==> src/logic/rcs_pkg.sv <==
package rcs_pkg;

  // ----------------------------------------------------------------
  // Timing
  // ----------------------------------------------------------------
  localparam int CLK_MHZ = 25;
  localparam int SYM_US = 16;
  localparam int SYM_CYC = SYM_US * CLK_MHZ;
  localparam int TURN_SHORT_US = 128;
  localparam int TURN_LONG_US = 192;
  localparam int TURN_SHORT_CYC = TURN_SHORT_US * CLK_MHZ;
  localparam int TURN_LONG_CYC = TURN_LONG_US * CLK_MHZ;

  // ----------------------------------------------------------------
  // Register offsets
  // ----------------------------------------------------------------
  localparam logic [5:0] ADDR_SIG_THR = 6'h13;
  localparam logic [5:0] ADDR_SYNC = 6'h14;
  localparam logic [5:0] ADDR_TRANSMIT_CONTROL = 6'h15;
  localparam logic [5:0] ADDR_RECEIVE_CONTROL_FIRST = 6'h16;

  // ----------------------------------------------------------------
  // Reset values and field constants
  // ----------------------------------------------------------------
  localparam logic [7:0] THR_RESET = 8'hE0;
  localparam logic [7:0] EST_RESET = 8'h80;
  localparam logic [15:0] SYNC_RESET = 16'hA70F;
  localparam logic [15:0] TRANSMIT_CONTROL_RESET = 16'hA0FF;
  localparam logic [15:0] RECEIVE_CONTROL_FIRST_RESET = 16'h12E5;
  localparam int THR_LSB = 8;
  localparam int AVG_N = 8;
  localparam logic [3:0] FILL_VALID = 4'h9;
  localparam logic [3:0] NIB_SKIP = 4'hF;
  localparam logic [3:0] NIB_ZERO = 4'h0;
  localparam logic [2:0] SYNC_NIBS = 3'h4;
  localparam logic [2:0] HIST_NIBS = 3'h5;

  typedef enum logic [1:0] {
    CCA_RSVD, CCA_LEVEL, CCA_PACKET, CCA_BOTH
  } rcs_clear_channel_rule_select_t;

  // ----------------------------------------------------------------
  // Register layouts
  // ----------------------------------------------------------------
  typedef struct packed {
    logic [1:0] tx_buffer_bias_select;
    logic transmit_start_delay_select;
    logic [1:0] tx_varactor_select;
    logic [1:0] tx_mixer_current_select;
    logic [2:0] amplifier_current_adjust;
    logic reserved_one;
    logic [4:0] output_power_level;
  } rcs_transmit_control_t;

  typedef struct packed {
    logic [1:0] reserved_zero;
    logic [1:0] rx_buffer_bias_select;
    logic [1:0] high_gain_compensation_current;
    logic [1:0] medium_gain_compensation_current;
    logic [1:0] low_gain_compensation_current;
    logic [1:0] high_gain_amplifier_current;
    logic [1:0] medium_gain_amplifier_current;
    logic [1:0] low_gain_amplifier_current;
  } rcs_receive_control_first_t;

  typedef struct packed {
    logic [5:0] addr;
    logic [15:0] wdata;
    logic wr;
    logic rd;
  } rcs_reg_req_t;

  typedef struct packed {
    logic [7:0] thr_reg;
    logic [15:0] sync_reg;
    rcs_transmit_control_t tx_reg;
    rcs_receive_control_first_t rx_reg;
    logic [15:0] rdata_reg;
    logic [8:0] sym_reg;
    logic [7:0][7:0] samp_reg;
    logic [3:0] fill_reg;
    logic [7:0] est_reg;
    logic valid_reg;
    logic cca_reg;
    logic [12:0] turn_reg;
    logic turn_busy_reg;
    logic tx_start_reg;
    logic [15:0] txw_reg;
    logic [2:0] txleft_reg;
    logic [3:0] txsym_reg;
    logic txsym_vld_reg;
    logic [19:0] hist_reg;
    logic [2:0] hfill_reg;
    logic sync_found_reg;
  } rcs_state_t;

endpackage

==> src/logic/rcs_reg_bank.sv <==
`timescale 1ns/1ps
// Function
// - Signed 8-bit clear-channel threshold in bits 15:8, resets to -32.
// - Clear-channel output pin high while signal strength is below threshold; code sets it below threshold minus hysteresis and clears it at threshold.
// - Read-only signed strength estimate in bits 7:0, mean of 8 symbols.
// - Valid flag set only after receiver on for at least 8 symbols.
// - Estimate resets to -128, meaning no valid estimate.
// - 16-bit sync word, resets 0xA70F, used nibble by nibble from LSB.
// - Transmitter sends zero symbol for every F nibble of sync word.
// - Receiver skips F nibbles and matches only the others.
// - Receiver needs one zero symbol before first required sync symbol.
// - Transmit starts 8 or 12 symbols after strobe, per bit 13.
// - 5-bit output power level in bits 4:0, resets to 31.
// - 3-bit amplifier current adjust in bits 8:6, resets to 3.
// - Tx buffer bias bits 15:14 reset 2; mixer current 10:9 reset 0.
// - Tx varactor select in bits 12:11, resets to 0.
// - Rx buffer bias select in bits 13:12, resets to 1.
// - Three gain compensation currents in 11:10, 9:8, 7:6; reset 0,2,3.
// - Three amplifier main currents in 5:4, 3:2, 1:0; reset 2,1,1.
// - Two-bit rule select; rule 1 uses threshold minus hysteresis.
module rcs_reg_bank #(
  parameter int TX_LONG_CYCLES = rcs_pkg::TURN_LONG_CYC
) (
  // Clock and reset
  input wire logic clk_sys,
  input wire logic reset_n,
  // Register access from the serial decoder
  input wire rcs_pkg::rcs_reg_req_t reg_req,
  output logic [15:0] reg_rdata,
  // Receiver side
  input wire logic rx_on,
  input wire logic [7:0] signal_strength_and_channel_threshold_raw,
  input wire logic rx_packet_active,
  input wire logic [3:0] rx_sym,
  input wire logic rx_sym_valid,
  output logic frame_sync_found,
  // Clear-channel control and status
  input wire rcs_pkg::rcs_clear_channel_rule_select_t clear_channel_rule_select,
  input wire logic [2:0] clear_channel_hysteresis,
  output logic cca_pin,
  output logic signal_strength_valid_flag,
  // Transmitter side
  input wire logic transmit_on_strobe,
  output logic tx_start,
  output logic [3:0] tx_sym,
  output logic tx_sym_valid,
  // Analog tuning
  output rcs_pkg::rcs_transmit_control_t tx_tune,
  output rcs_pkg::rcs_receive_control_first_t rx_tune
);
  import rcs_pkg::*;

  // ----------------------------------------------------------------
  // Derived constants
  // ----------------------------------------------------------------
  localparam logic [8:0] SYM_LAST = 9'(SYM_CYC - 1);
  localparam logic [12:0] TURN_SHORT_LAST = 13'(TURN_SHORT_CYC - 1);
  localparam logic [12:0] TURN_LONG_LAST = 13'(TX_LONG_CYCLES - 1);

  // ----------------------------------------------------------------
  // Reset release
  // ----------------------------------------------------------------
  logic rst_meta_n;
  logic rst_n;

  always_ff @(posedge clk_sys or negedge reset_n) begin
    if (!reset_n) begin
      rst_meta_n <= 1'b0;
      rst_n <= 1'b0;
    end else begin
      rst_meta_n <= 1'b1;
      rst_n <= rst_meta_n;
    end
  end

  // ----------------------------------------------------------------
  // State
  // ----------------------------------------------------------------
  rcs_state_t s;
  rcs_state_t n;

  logic sym_tick;
  logic est_upd;
  logic [7:0][7:0] samp_new;
  logic signed [10:0] sum;
  logic signed [9:0] low_lim;
  logic signed [9:0] thr_ext;
  logic signed [9:0] est_ext;
  logic below_low;
  logic at_or_above;
  logic [19:0] hist_new;
  logic [2:0] hfill_new;
  logic [19:0] exp_pat;
  logic [19:0] exp_mask;
  logic [2:0] req_cnt;
  logic sync_match;
  logic [15:0] rd_mux;

  always_comb begin
    n = s;
    sym_tick = 1'b0;
    est_upd = 1'b0;
    samp_new = s.samp_reg;
    sum = 11'sh000;
    low_lim = 10'sh000;
    thr_ext = 10'sh000;
    est_ext = 10'sh000;
    below_low = 1'b0;
    at_or_above = 1'b0;
    hist_new = s.hist_reg;
    hfill_new = s.hfill_reg;
    exp_pat = 20'h00000;
    exp_mask = 20'h00000;
    req_cnt = 3'h0;
    sync_match = 1'b0;
    rd_mux = 16'h0000;

    n.tx_start_reg = 1'b0;
    n.txsym_vld_reg = 1'b0;
    n.sync_found_reg = 1'b0;

    // Free-running symbol timer shared by averaging and transmit
    sym_tick = (s.sym_reg == SYM_LAST);
    n.sym_reg = sym_tick ? 9'h000 : s.sym_reg + 9'h001;

    // --------------------------------------------------------------
    // Register writes
    // --------------------------------------------------------------
    if (reg_req.wr) begin
      case (reg_req.addr)
        ADDR_SIG_THR: n.thr_reg = reg_req.wdata[15:THR_LSB];
        ADDR_SYNC: n.sync_reg = reg_req.wdata;
        // Reserved bits are stored as written; software keeps them
        ADDR_TRANSMIT_CONTROL: n.tx_reg = rcs_transmit_control_t'(reg_req.wdata);
        ADDR_RECEIVE_CONTROL_FIRST: n.rx_reg = rcs_receive_control_first_t'(reg_req.wdata);
        default: n.thr_reg = s.thr_reg;
      endcase
    end

    // --------------------------------------------------------------
    // Register reads, answered one cycle later
    // --------------------------------------------------------------
    case (reg_req.addr)
      ADDR_SIG_THR: rd_mux = {s.thr_reg, s.est_reg};
      ADDR_SYNC: rd_mux = s.sync_reg;
      ADDR_TRANSMIT_CONTROL: rd_mux = s.tx_reg;
      ADDR_RECEIVE_CONTROL_FIRST: rd_mux = s.rx_reg;
      default: rd_mux = 16'h0000;
    endcase
    if (reg_req.rd) begin
      n.rdata_reg = rd_mux;
    end

    // --------------------------------------------------------------
    // Signal-strength averaging
    // --------------------------------------------------------------
    samp_new = {s.samp_reg[6:0], signal_strength_and_channel_threshold_raw};
    for (int i = 0; i < AVG_N; i++) begin
      sum = sum + 11'(signed'(samp_new[i]));
    end
    if (!rx_on) begin
      n.fill_reg = 4'h0;
      n.est_reg = EST_RESET;
      n.valid_reg = 1'b0;
    end else if (sym_tick) begin
      n.samp_reg = samp_new;
      // The first sample may cover a partial symbol, hence one extra
      if (s.fill_reg != FILL_VALID) begin
        n.fill_reg = s.fill_reg + 4'h1;
      end
      if (n.fill_reg == FILL_VALID) begin
        n.est_reg = 8'(sum >>> 3);
        n.valid_reg = 1'b1;
        est_upd = 1'b1;
      end
    end

    // --------------------------------------------------------------
    // Clear-channel assessment
    // --------------------------------------------------------------
    thr_ext = 10'(signed'(s.thr_reg));
    est_ext = 10'(signed'(n.est_reg));
    low_lim = thr_ext - 10'(clear_channel_hysteresis);
    below_low = (est_ext < low_lim);
    at_or_above = (est_ext >= thr_ext);
    case (clear_channel_rule_select)
      CCA_LEVEL: begin
        if (est_upd && below_low) begin
          n.cca_reg = 1'b1;
        end else if (est_upd && at_or_above) begin
          n.cca_reg = 1'b0;
        end
      end
      CCA_PACKET: n.cca_reg = !rx_packet_active;
      CCA_BOTH: begin
        if (rx_packet_active || (est_upd && at_or_above)) begin
          n.cca_reg = 1'b0;
        end else if (est_upd && below_low) begin
          n.cca_reg = 1'b1;
        end
      end
      default: n.cca_reg = s.cca_reg;
    endcase

    // --------------------------------------------------------------
    // Transmit turnaround
    // --------------------------------------------------------------
    if (s.turn_busy_reg) begin
      if (s.turn_reg == 13'h0000) begin
        n.turn_busy_reg = 1'b0;
        n.tx_start_reg = 1'b1;
        n.txw_reg = s.sync_reg;
        n.txleft_reg = SYNC_NIBS;
      end else begin
        n.turn_reg = s.turn_reg - 13'h0001;
      end
    end else if (transmit_on_strobe && s.txleft_reg == 3'h0) begin
      n.turn_busy_reg = 1'b1;
      n.turn_reg = s.tx_reg.transmit_start_delay_select ?
                   TURN_LONG_LAST : TURN_SHORT_LAST;
    end

    // Sync word goes out low nibble first, one per symbol
    if (s.txleft_reg != 3'h0 && sym_tick) begin
      n.txsym_reg = (s.txw_reg[3:0] == NIB_SKIP) ?
                    NIB_ZERO : s.txw_reg[3:0];
      n.txsym_vld_reg = 1'b1;
      n.txw_reg = {4'h0, s.txw_reg[15:4]};
      n.txleft_reg = s.txleft_reg - 3'h1;
    end

    // --------------------------------------------------------------
    // Receive sync search
    // --------------------------------------------------------------
    // Skipped nibbles drop out; zeros shifted in form the leading zero
    for (int i = 0; i < 4; i++) begin
      if (s.sync_reg[4*i +: 4] != NIB_SKIP) begin
        exp_pat = {exp_pat[15:0], s.sync_reg[4*i +: 4]};
        req_cnt = req_cnt + 3'h1;
      end
    end
    for (int j = 0; j < 5; j++) begin
      if (3'(j) <= req_cnt) begin
        exp_mask[4*j +: 4] = 4'hF;
      end
    end
    hist_new = {s.hist_reg[15:0], rx_sym};
    hfill_new = (s.hfill_reg == HIST_NIBS) ?
                HIST_NIBS : s.hfill_reg + 3'h1;
    sync_match = ((hist_new & exp_mask) == (exp_pat & exp_mask))
                 && (hfill_new > req_cnt);
    if (!rx_on) begin
      n.hfill_reg = 3'h0;
    end else if (rx_sym_valid) begin
      n.hist_reg = hist_new;
      n.hfill_reg = sync_match ? 3'h0 : hfill_new;
      n.sync_found_reg = sync_match;
    end
  end

  // ----------------------------------------------------------------
  // State register
  // ----------------------------------------------------------------
  always_ff @(posedge clk_sys or negedge rst_n) begin
    if (!rst_n) begin
      s <= '0;
      s.thr_reg <= THR_RESET;
      s.sync_reg <= SYNC_RESET;
      s.tx_reg <= rcs_transmit_control_t'(TRANSMIT_CONTROL_RESET);
      s.rx_reg <= rcs_receive_control_first_t'(RECEIVE_CONTROL_FIRST_RESET);
      s.est_reg <= EST_RESET;
    end else begin
      s <= n;
    end
  end

  // ----------------------------------------------------------------
  // Outputs, all straight from state flops
  // ----------------------------------------------------------------
  assign reg_rdata = s.rdata_reg;
  assign frame_sync_found = s.sync_found_reg;
  assign cca_pin = s.cca_reg;
  assign signal_strength_valid_flag = s.valid_reg;
  assign tx_start = s.tx_start_reg;
  assign tx_sym = s.txsym_reg;
  assign tx_sym_valid = s.txsym_vld_reg;
  // Tuning only changes on a write or reset
  assign tx_tune = s.tx_reg;
  assign rx_tune = s.rx_reg;

endmodule

==> config.mk <==
export PLATFORM = sky130hd
export DESIGN_NAME = rcs_reg_bank
export DESIGN_NICKNAME = d
export VERILOG_FILES = /design/src/logic/rcs_pkg.sv /design/src/logic/rcs_reg_bank.sv
export SDC_FILE = /design/constraint.sdc
export NUM_CORES = 1
export LEC_CHECK = 0
export BUFFER_PORTS_ARGS = -buffer_cell sky130_fd_sc_hd__buf_2
export CORE_AREA = 2 2 171 173
export CTS_BUF_LIST = sky130_fd_sc_hd__clkbuf_16
export DETAILED_ROUTE_END_ITERATION = 8
export DIE_AREA = 0 0 173 175
export SKIP_LAST_GASP = 1
export SYNTH_ARGS = -nofsm -noshare
export SYNTH_HDL_FRONTEND = slang
export SYNTH_SLANG_ARGS = --single-unit
==> constraint.sdc <==
create_clock -name clk_sys -period 6.2 [get_ports clk_sys]
set_clock_uncertainty 0.05 [all_clocks]
set_input_delay 0.93 -clock clk_sys [delete_from_list [all_inputs] [get_ports clk_sys]]
set_output_delay 0.93 -clock clk_sys [all_outputs]
set_load 0.01 [all_outputs]
==> results.md <==
Critical path:
- In this run the register-to-register setup slack is 0.49 ns.
- The maximum fanout count along the critical path is 2.
- The critical path buffer and inverter count is 3.
- For the worst setup path, the data required time is 6.56 ns.
- The first element of the critical path is signal_strength_and_channel_threshold_raw[2].
- The setup path with the least slack is of type in2reg.
- STA classifies the critical path startpoint as an input port.
- The largest incremental delay on the critical path is 0.59 ns.
- The cell count of the worst reg-to-reg path is 24.
- The cell repeated most along the worst path is sky130_fd_sc_hd__fa_1.
- The endpoint type of the worst setup path is a flop.
- The worst register-to-register path ends at cca_pin.
- The data arrival time of the critical path is ~6.2 ns.
- On the critical path, the stage with the largest delay is an instance of sky130_fd_sc_hd__fa_1.
- In this design, the largest share of critical-path delay is due to adder cells.
- The reg-to-reg critical path startpoint is s[79].

Routing:
- The post-route antenna net violation count is 0.
- The number of DRC markers after the initial detailed-route iteration is between 600 and 700.
- The number of vias per cell is between 5 and 6.
- The wire length reported by the detailed router is 29200 um.
- The number of detailed-route iterations in the first pass is 7.
- The via count is approximately 9.0k.
- In the final routed layout, each cell accounts on average for roughly 17 um.
- After detailed routing, the number of remaining DRC violations is 0.

Place:
- The placed wire-length estimate is between 20000 and 25000 um.
- The total placed cells including tap cells is between 1.5k and 2k.
- At the end of routability-driven placement, the weighted congestion stood at between 0.8 and 0.9.
- The count of buffers added on input and output ports is between 100 and 150.

STA:
- Static timing analysis puts the maximum clock frequency at approximately 0.17 GHz.
- For the finished layout, the period the worst path requires is ~5.9 ns.
- In the finished design, the share of the clock period the worst path needs comes to 0.947.
- The total of endpoints with negative setup slack in the final report is 0.
- The final number of max-transition violations is 0.
- The number of endpoints with negative hold slack in the final report is 0.
- The transition time at the pin with the least slew margin is 0.965 ns.
- Setup repair after global routing left no endpoint under its margin.
- Measured against its own limit, the worst slew margin works out to 0.357.

Clock network:
- The root cell of the clock tree is sky130_fd_sc_hd__clkbuf_16.
- CTS saw 212 sinks.
- Clock latency on the worst-skew pair, taken at its later pin, is 0.53 ns.
- The maximum buffer depth of the clock tree is 3.
- The clock tree from TritonCTS is built.
- In this run the number of H-tree levels came out at 1.
- The clock-pin transition on the worst setup and hold timing paths is 0.06 ns.
- The number of gates resized after cts is 0.
- The number of hold buffers added after cts is 0.
- Counting the buffers created by CTS gives 25.
- The number of buffers added for setup after CTS is 0.

Layout:
- The flip-flop count of the largest register, all copies and words added is about 140.
- The count of cells in the finished layout, fillers not included, comes to 1726.
- The top register by number of flip-flops is s.
- The count of fill cells added during filler insertion is between 2k and 3k.
- Leaving out fill and tap cells, the most frequent cells in the layout are 181 x sky130_fd_sc_hd__dfrtp_1, 165 x sky130_fd_sc_hd__inv_1, 147 x sky130_fd_sc_hd__nand2_1.
- The share of cells above drive strength 1 is 0.211.
- After the last flow step, the layout net total stands at 1459.
- The synthesis-to-finish area growth is 11.0%.
- The post-route core utilization is 0.491.
- The library cell used most frequently in the layout, excluding fill and tap cells, is sky130_fd_sc_hd__dfrtp_1.

Global routing:
- The maximum number of pins on one net before global-route repair is about 180.
- The first global-routing pass estimated roughly 49000 um of wire.
- The overall global routing resource usage is 0.198.
- After global routing the overflow that remains totals 0.
- The number of antenna violations at the first check in global routing is 3.
- The number of global-route vias before repair came to roughly 9.2k.

Synth:
- In this run, synthesis inferred 0 flip-flops with an integrated enable.
- The mapped cell area is between 0.01 and 0.015 sq mm.
- The most instantiated flip-flop cell in the synthesis netlist is sky130_fd_sc_hd__dfrtp_1.
- During synthesis, Yosys emitted a total of 0 warnings.
- After technology mapping, the gate count stands at ~1.3k.
- The post-synthesis net count is about 1.4k.
- The number of distinct library cells after synthesis is approximately 70.
- Dividing the synthesized area by the synthesized cell count gives just under 10 sq um.
- The register area share after synthesis is 0.425.
- For this run, asynchronously set or reset flops after synthesis account for 1.00.
- Synthesis inferred between 200 and 250 register bits.

Pwr:
- The worst-case IR drop observed on VDD is roughly 0.22 mV.
- The power density relative to cell area is roughly 250 mW/mm^2.
- The static power due to leakage is about 6.6 nW.

Floorplan:
- The die height is roughly 180 um.
- The starting density of the core is 0.443.
- The floorplan step defined a die boundary enclosing roughly 0.030 sq mm.
- The number of I/O pins is ~100.
- The total number of placement rows is 62.
- The area of the placeable core is between 0.02 and 0.03 sq mm.
- The floorplan step set the die width to 173 um.

Hold path:
- The type of the worst min-delay path is in2async.

Flow run:
- The tool flagged a number of max-cap violations equal to 0.

Status:
- The flow ran to the end, and the final reports show no timing, DRC or antenna violations.
## per-stage QoR
step | power, W | cell area, sq um | hold WS [ns] | setup slack [ns] | TNS (ns)
finish | 0.00351 | 13900 | 0.119 | 0.326 | 0
global route | 0.00368 | 13900 | 0.106 | 0.0177 | 0
CTS | 0.00355 | 13900 | 0.100 | 0.218 | 0
detailed placement | 0.00215 | 13200 | 0.242 | -0.312 | -0.312
global placement | 0.00214 | 13200 | 0.242 | -0.225 | -0.225
floorplan | 0.00199 | 12600 | 0.281 | 0.0824 | 0
## how the worst max path moves through the flow
stage | endpoint | slack, ns | cells after the start
2_1_floorplan | cca_pin | 0.08 | 24
3_3_place_gp | cca_pin | -0.23 | 25
3_5_place_dp | cca_pin | -0.31 | 25
4_1_cts | cca_pin | 0.22 | 25
5_1_grt | cca_pin | 0.02 | 25
6_report | cca_pin | 0.33 | 25
## layer usage
layer	track usage	share of wire
met1	0.283	0.47
met2	0.316	0.46
met3	0.0289	0.050
met4	0.0530	0.019
met5	0	0
## report_power, final
part           internal (W)  leakage (nW)  switching, W
sequential          0.00150          2.64      0.000133
clock              0.000810         0.399      0.000577
combinational      0.000223          3.57      0.000269
## kinds of logic after synthesis
| logic type | share of synthesized area |
|---|---|
| XOR/XNOR | 0.0230 |
| AO/OA/AOI/OAI | 0.121 |
| buffers and inverters | 0.0964 |
| multiplexers | 0.0870 |
| adder cells (fa/ha/maj) | 0.122 |
| AND/OR/NAND/NOR | 0.126 |
| flip-flops | 0.425 |
| other | 0.000298 |
## cell usage after synthesis (all sizes together) (3+ instances only)
master	count	area, sq um
a211oi	7	65.1
nand3b	3	22.5
a21oi	35	175
fa	51	1020
clkbuf	42	158
a41oi	6	52.6
mux2i	26	260
a22oi	5	37.5
o22ai	6	37.5
nand2b	8	52.6
nand4	9	56.3
inv	158	593
nor2b	13	81.3
mux2	74	833
o31a	5	43.8
buf	64	460
and3	7	43.8
and2	10	62.6
xor2	9	78.8
nand2	148	556
a21boi	6	45.0
or4	3	26.3
nor4	5	46.3
o2111ai	3	26.3
a221oi	3	26.3
a21o	4	30.0
dfstp	30	788
a222oi	16	160
o21a	5	37.5
nand3	40	205
nor3	8	40.0
o41ai	3	45.1
nor2	63	239
or2	4	25.0
or3	6	37.5
xnor2	24	210
a31oi	19	119
ha	41	513
o21ai	95	475
o32ai	4	35.0
dfrtp	182	4550
## area by class of cell
class                      count  area (sq um)  area share
antenna                        3          7.51    0.000538
clock buffer                  25           626      0.0448
clock inverter                21           143      0.0102
inverter                     158           593      0.0425
multi-input combinational    796          6050       0.433
sequential                   212          5350       0.383
tap                          384           480      0.0344
timing repair buffer         127           708      0.0508
(Power assumes the default switching activity.)
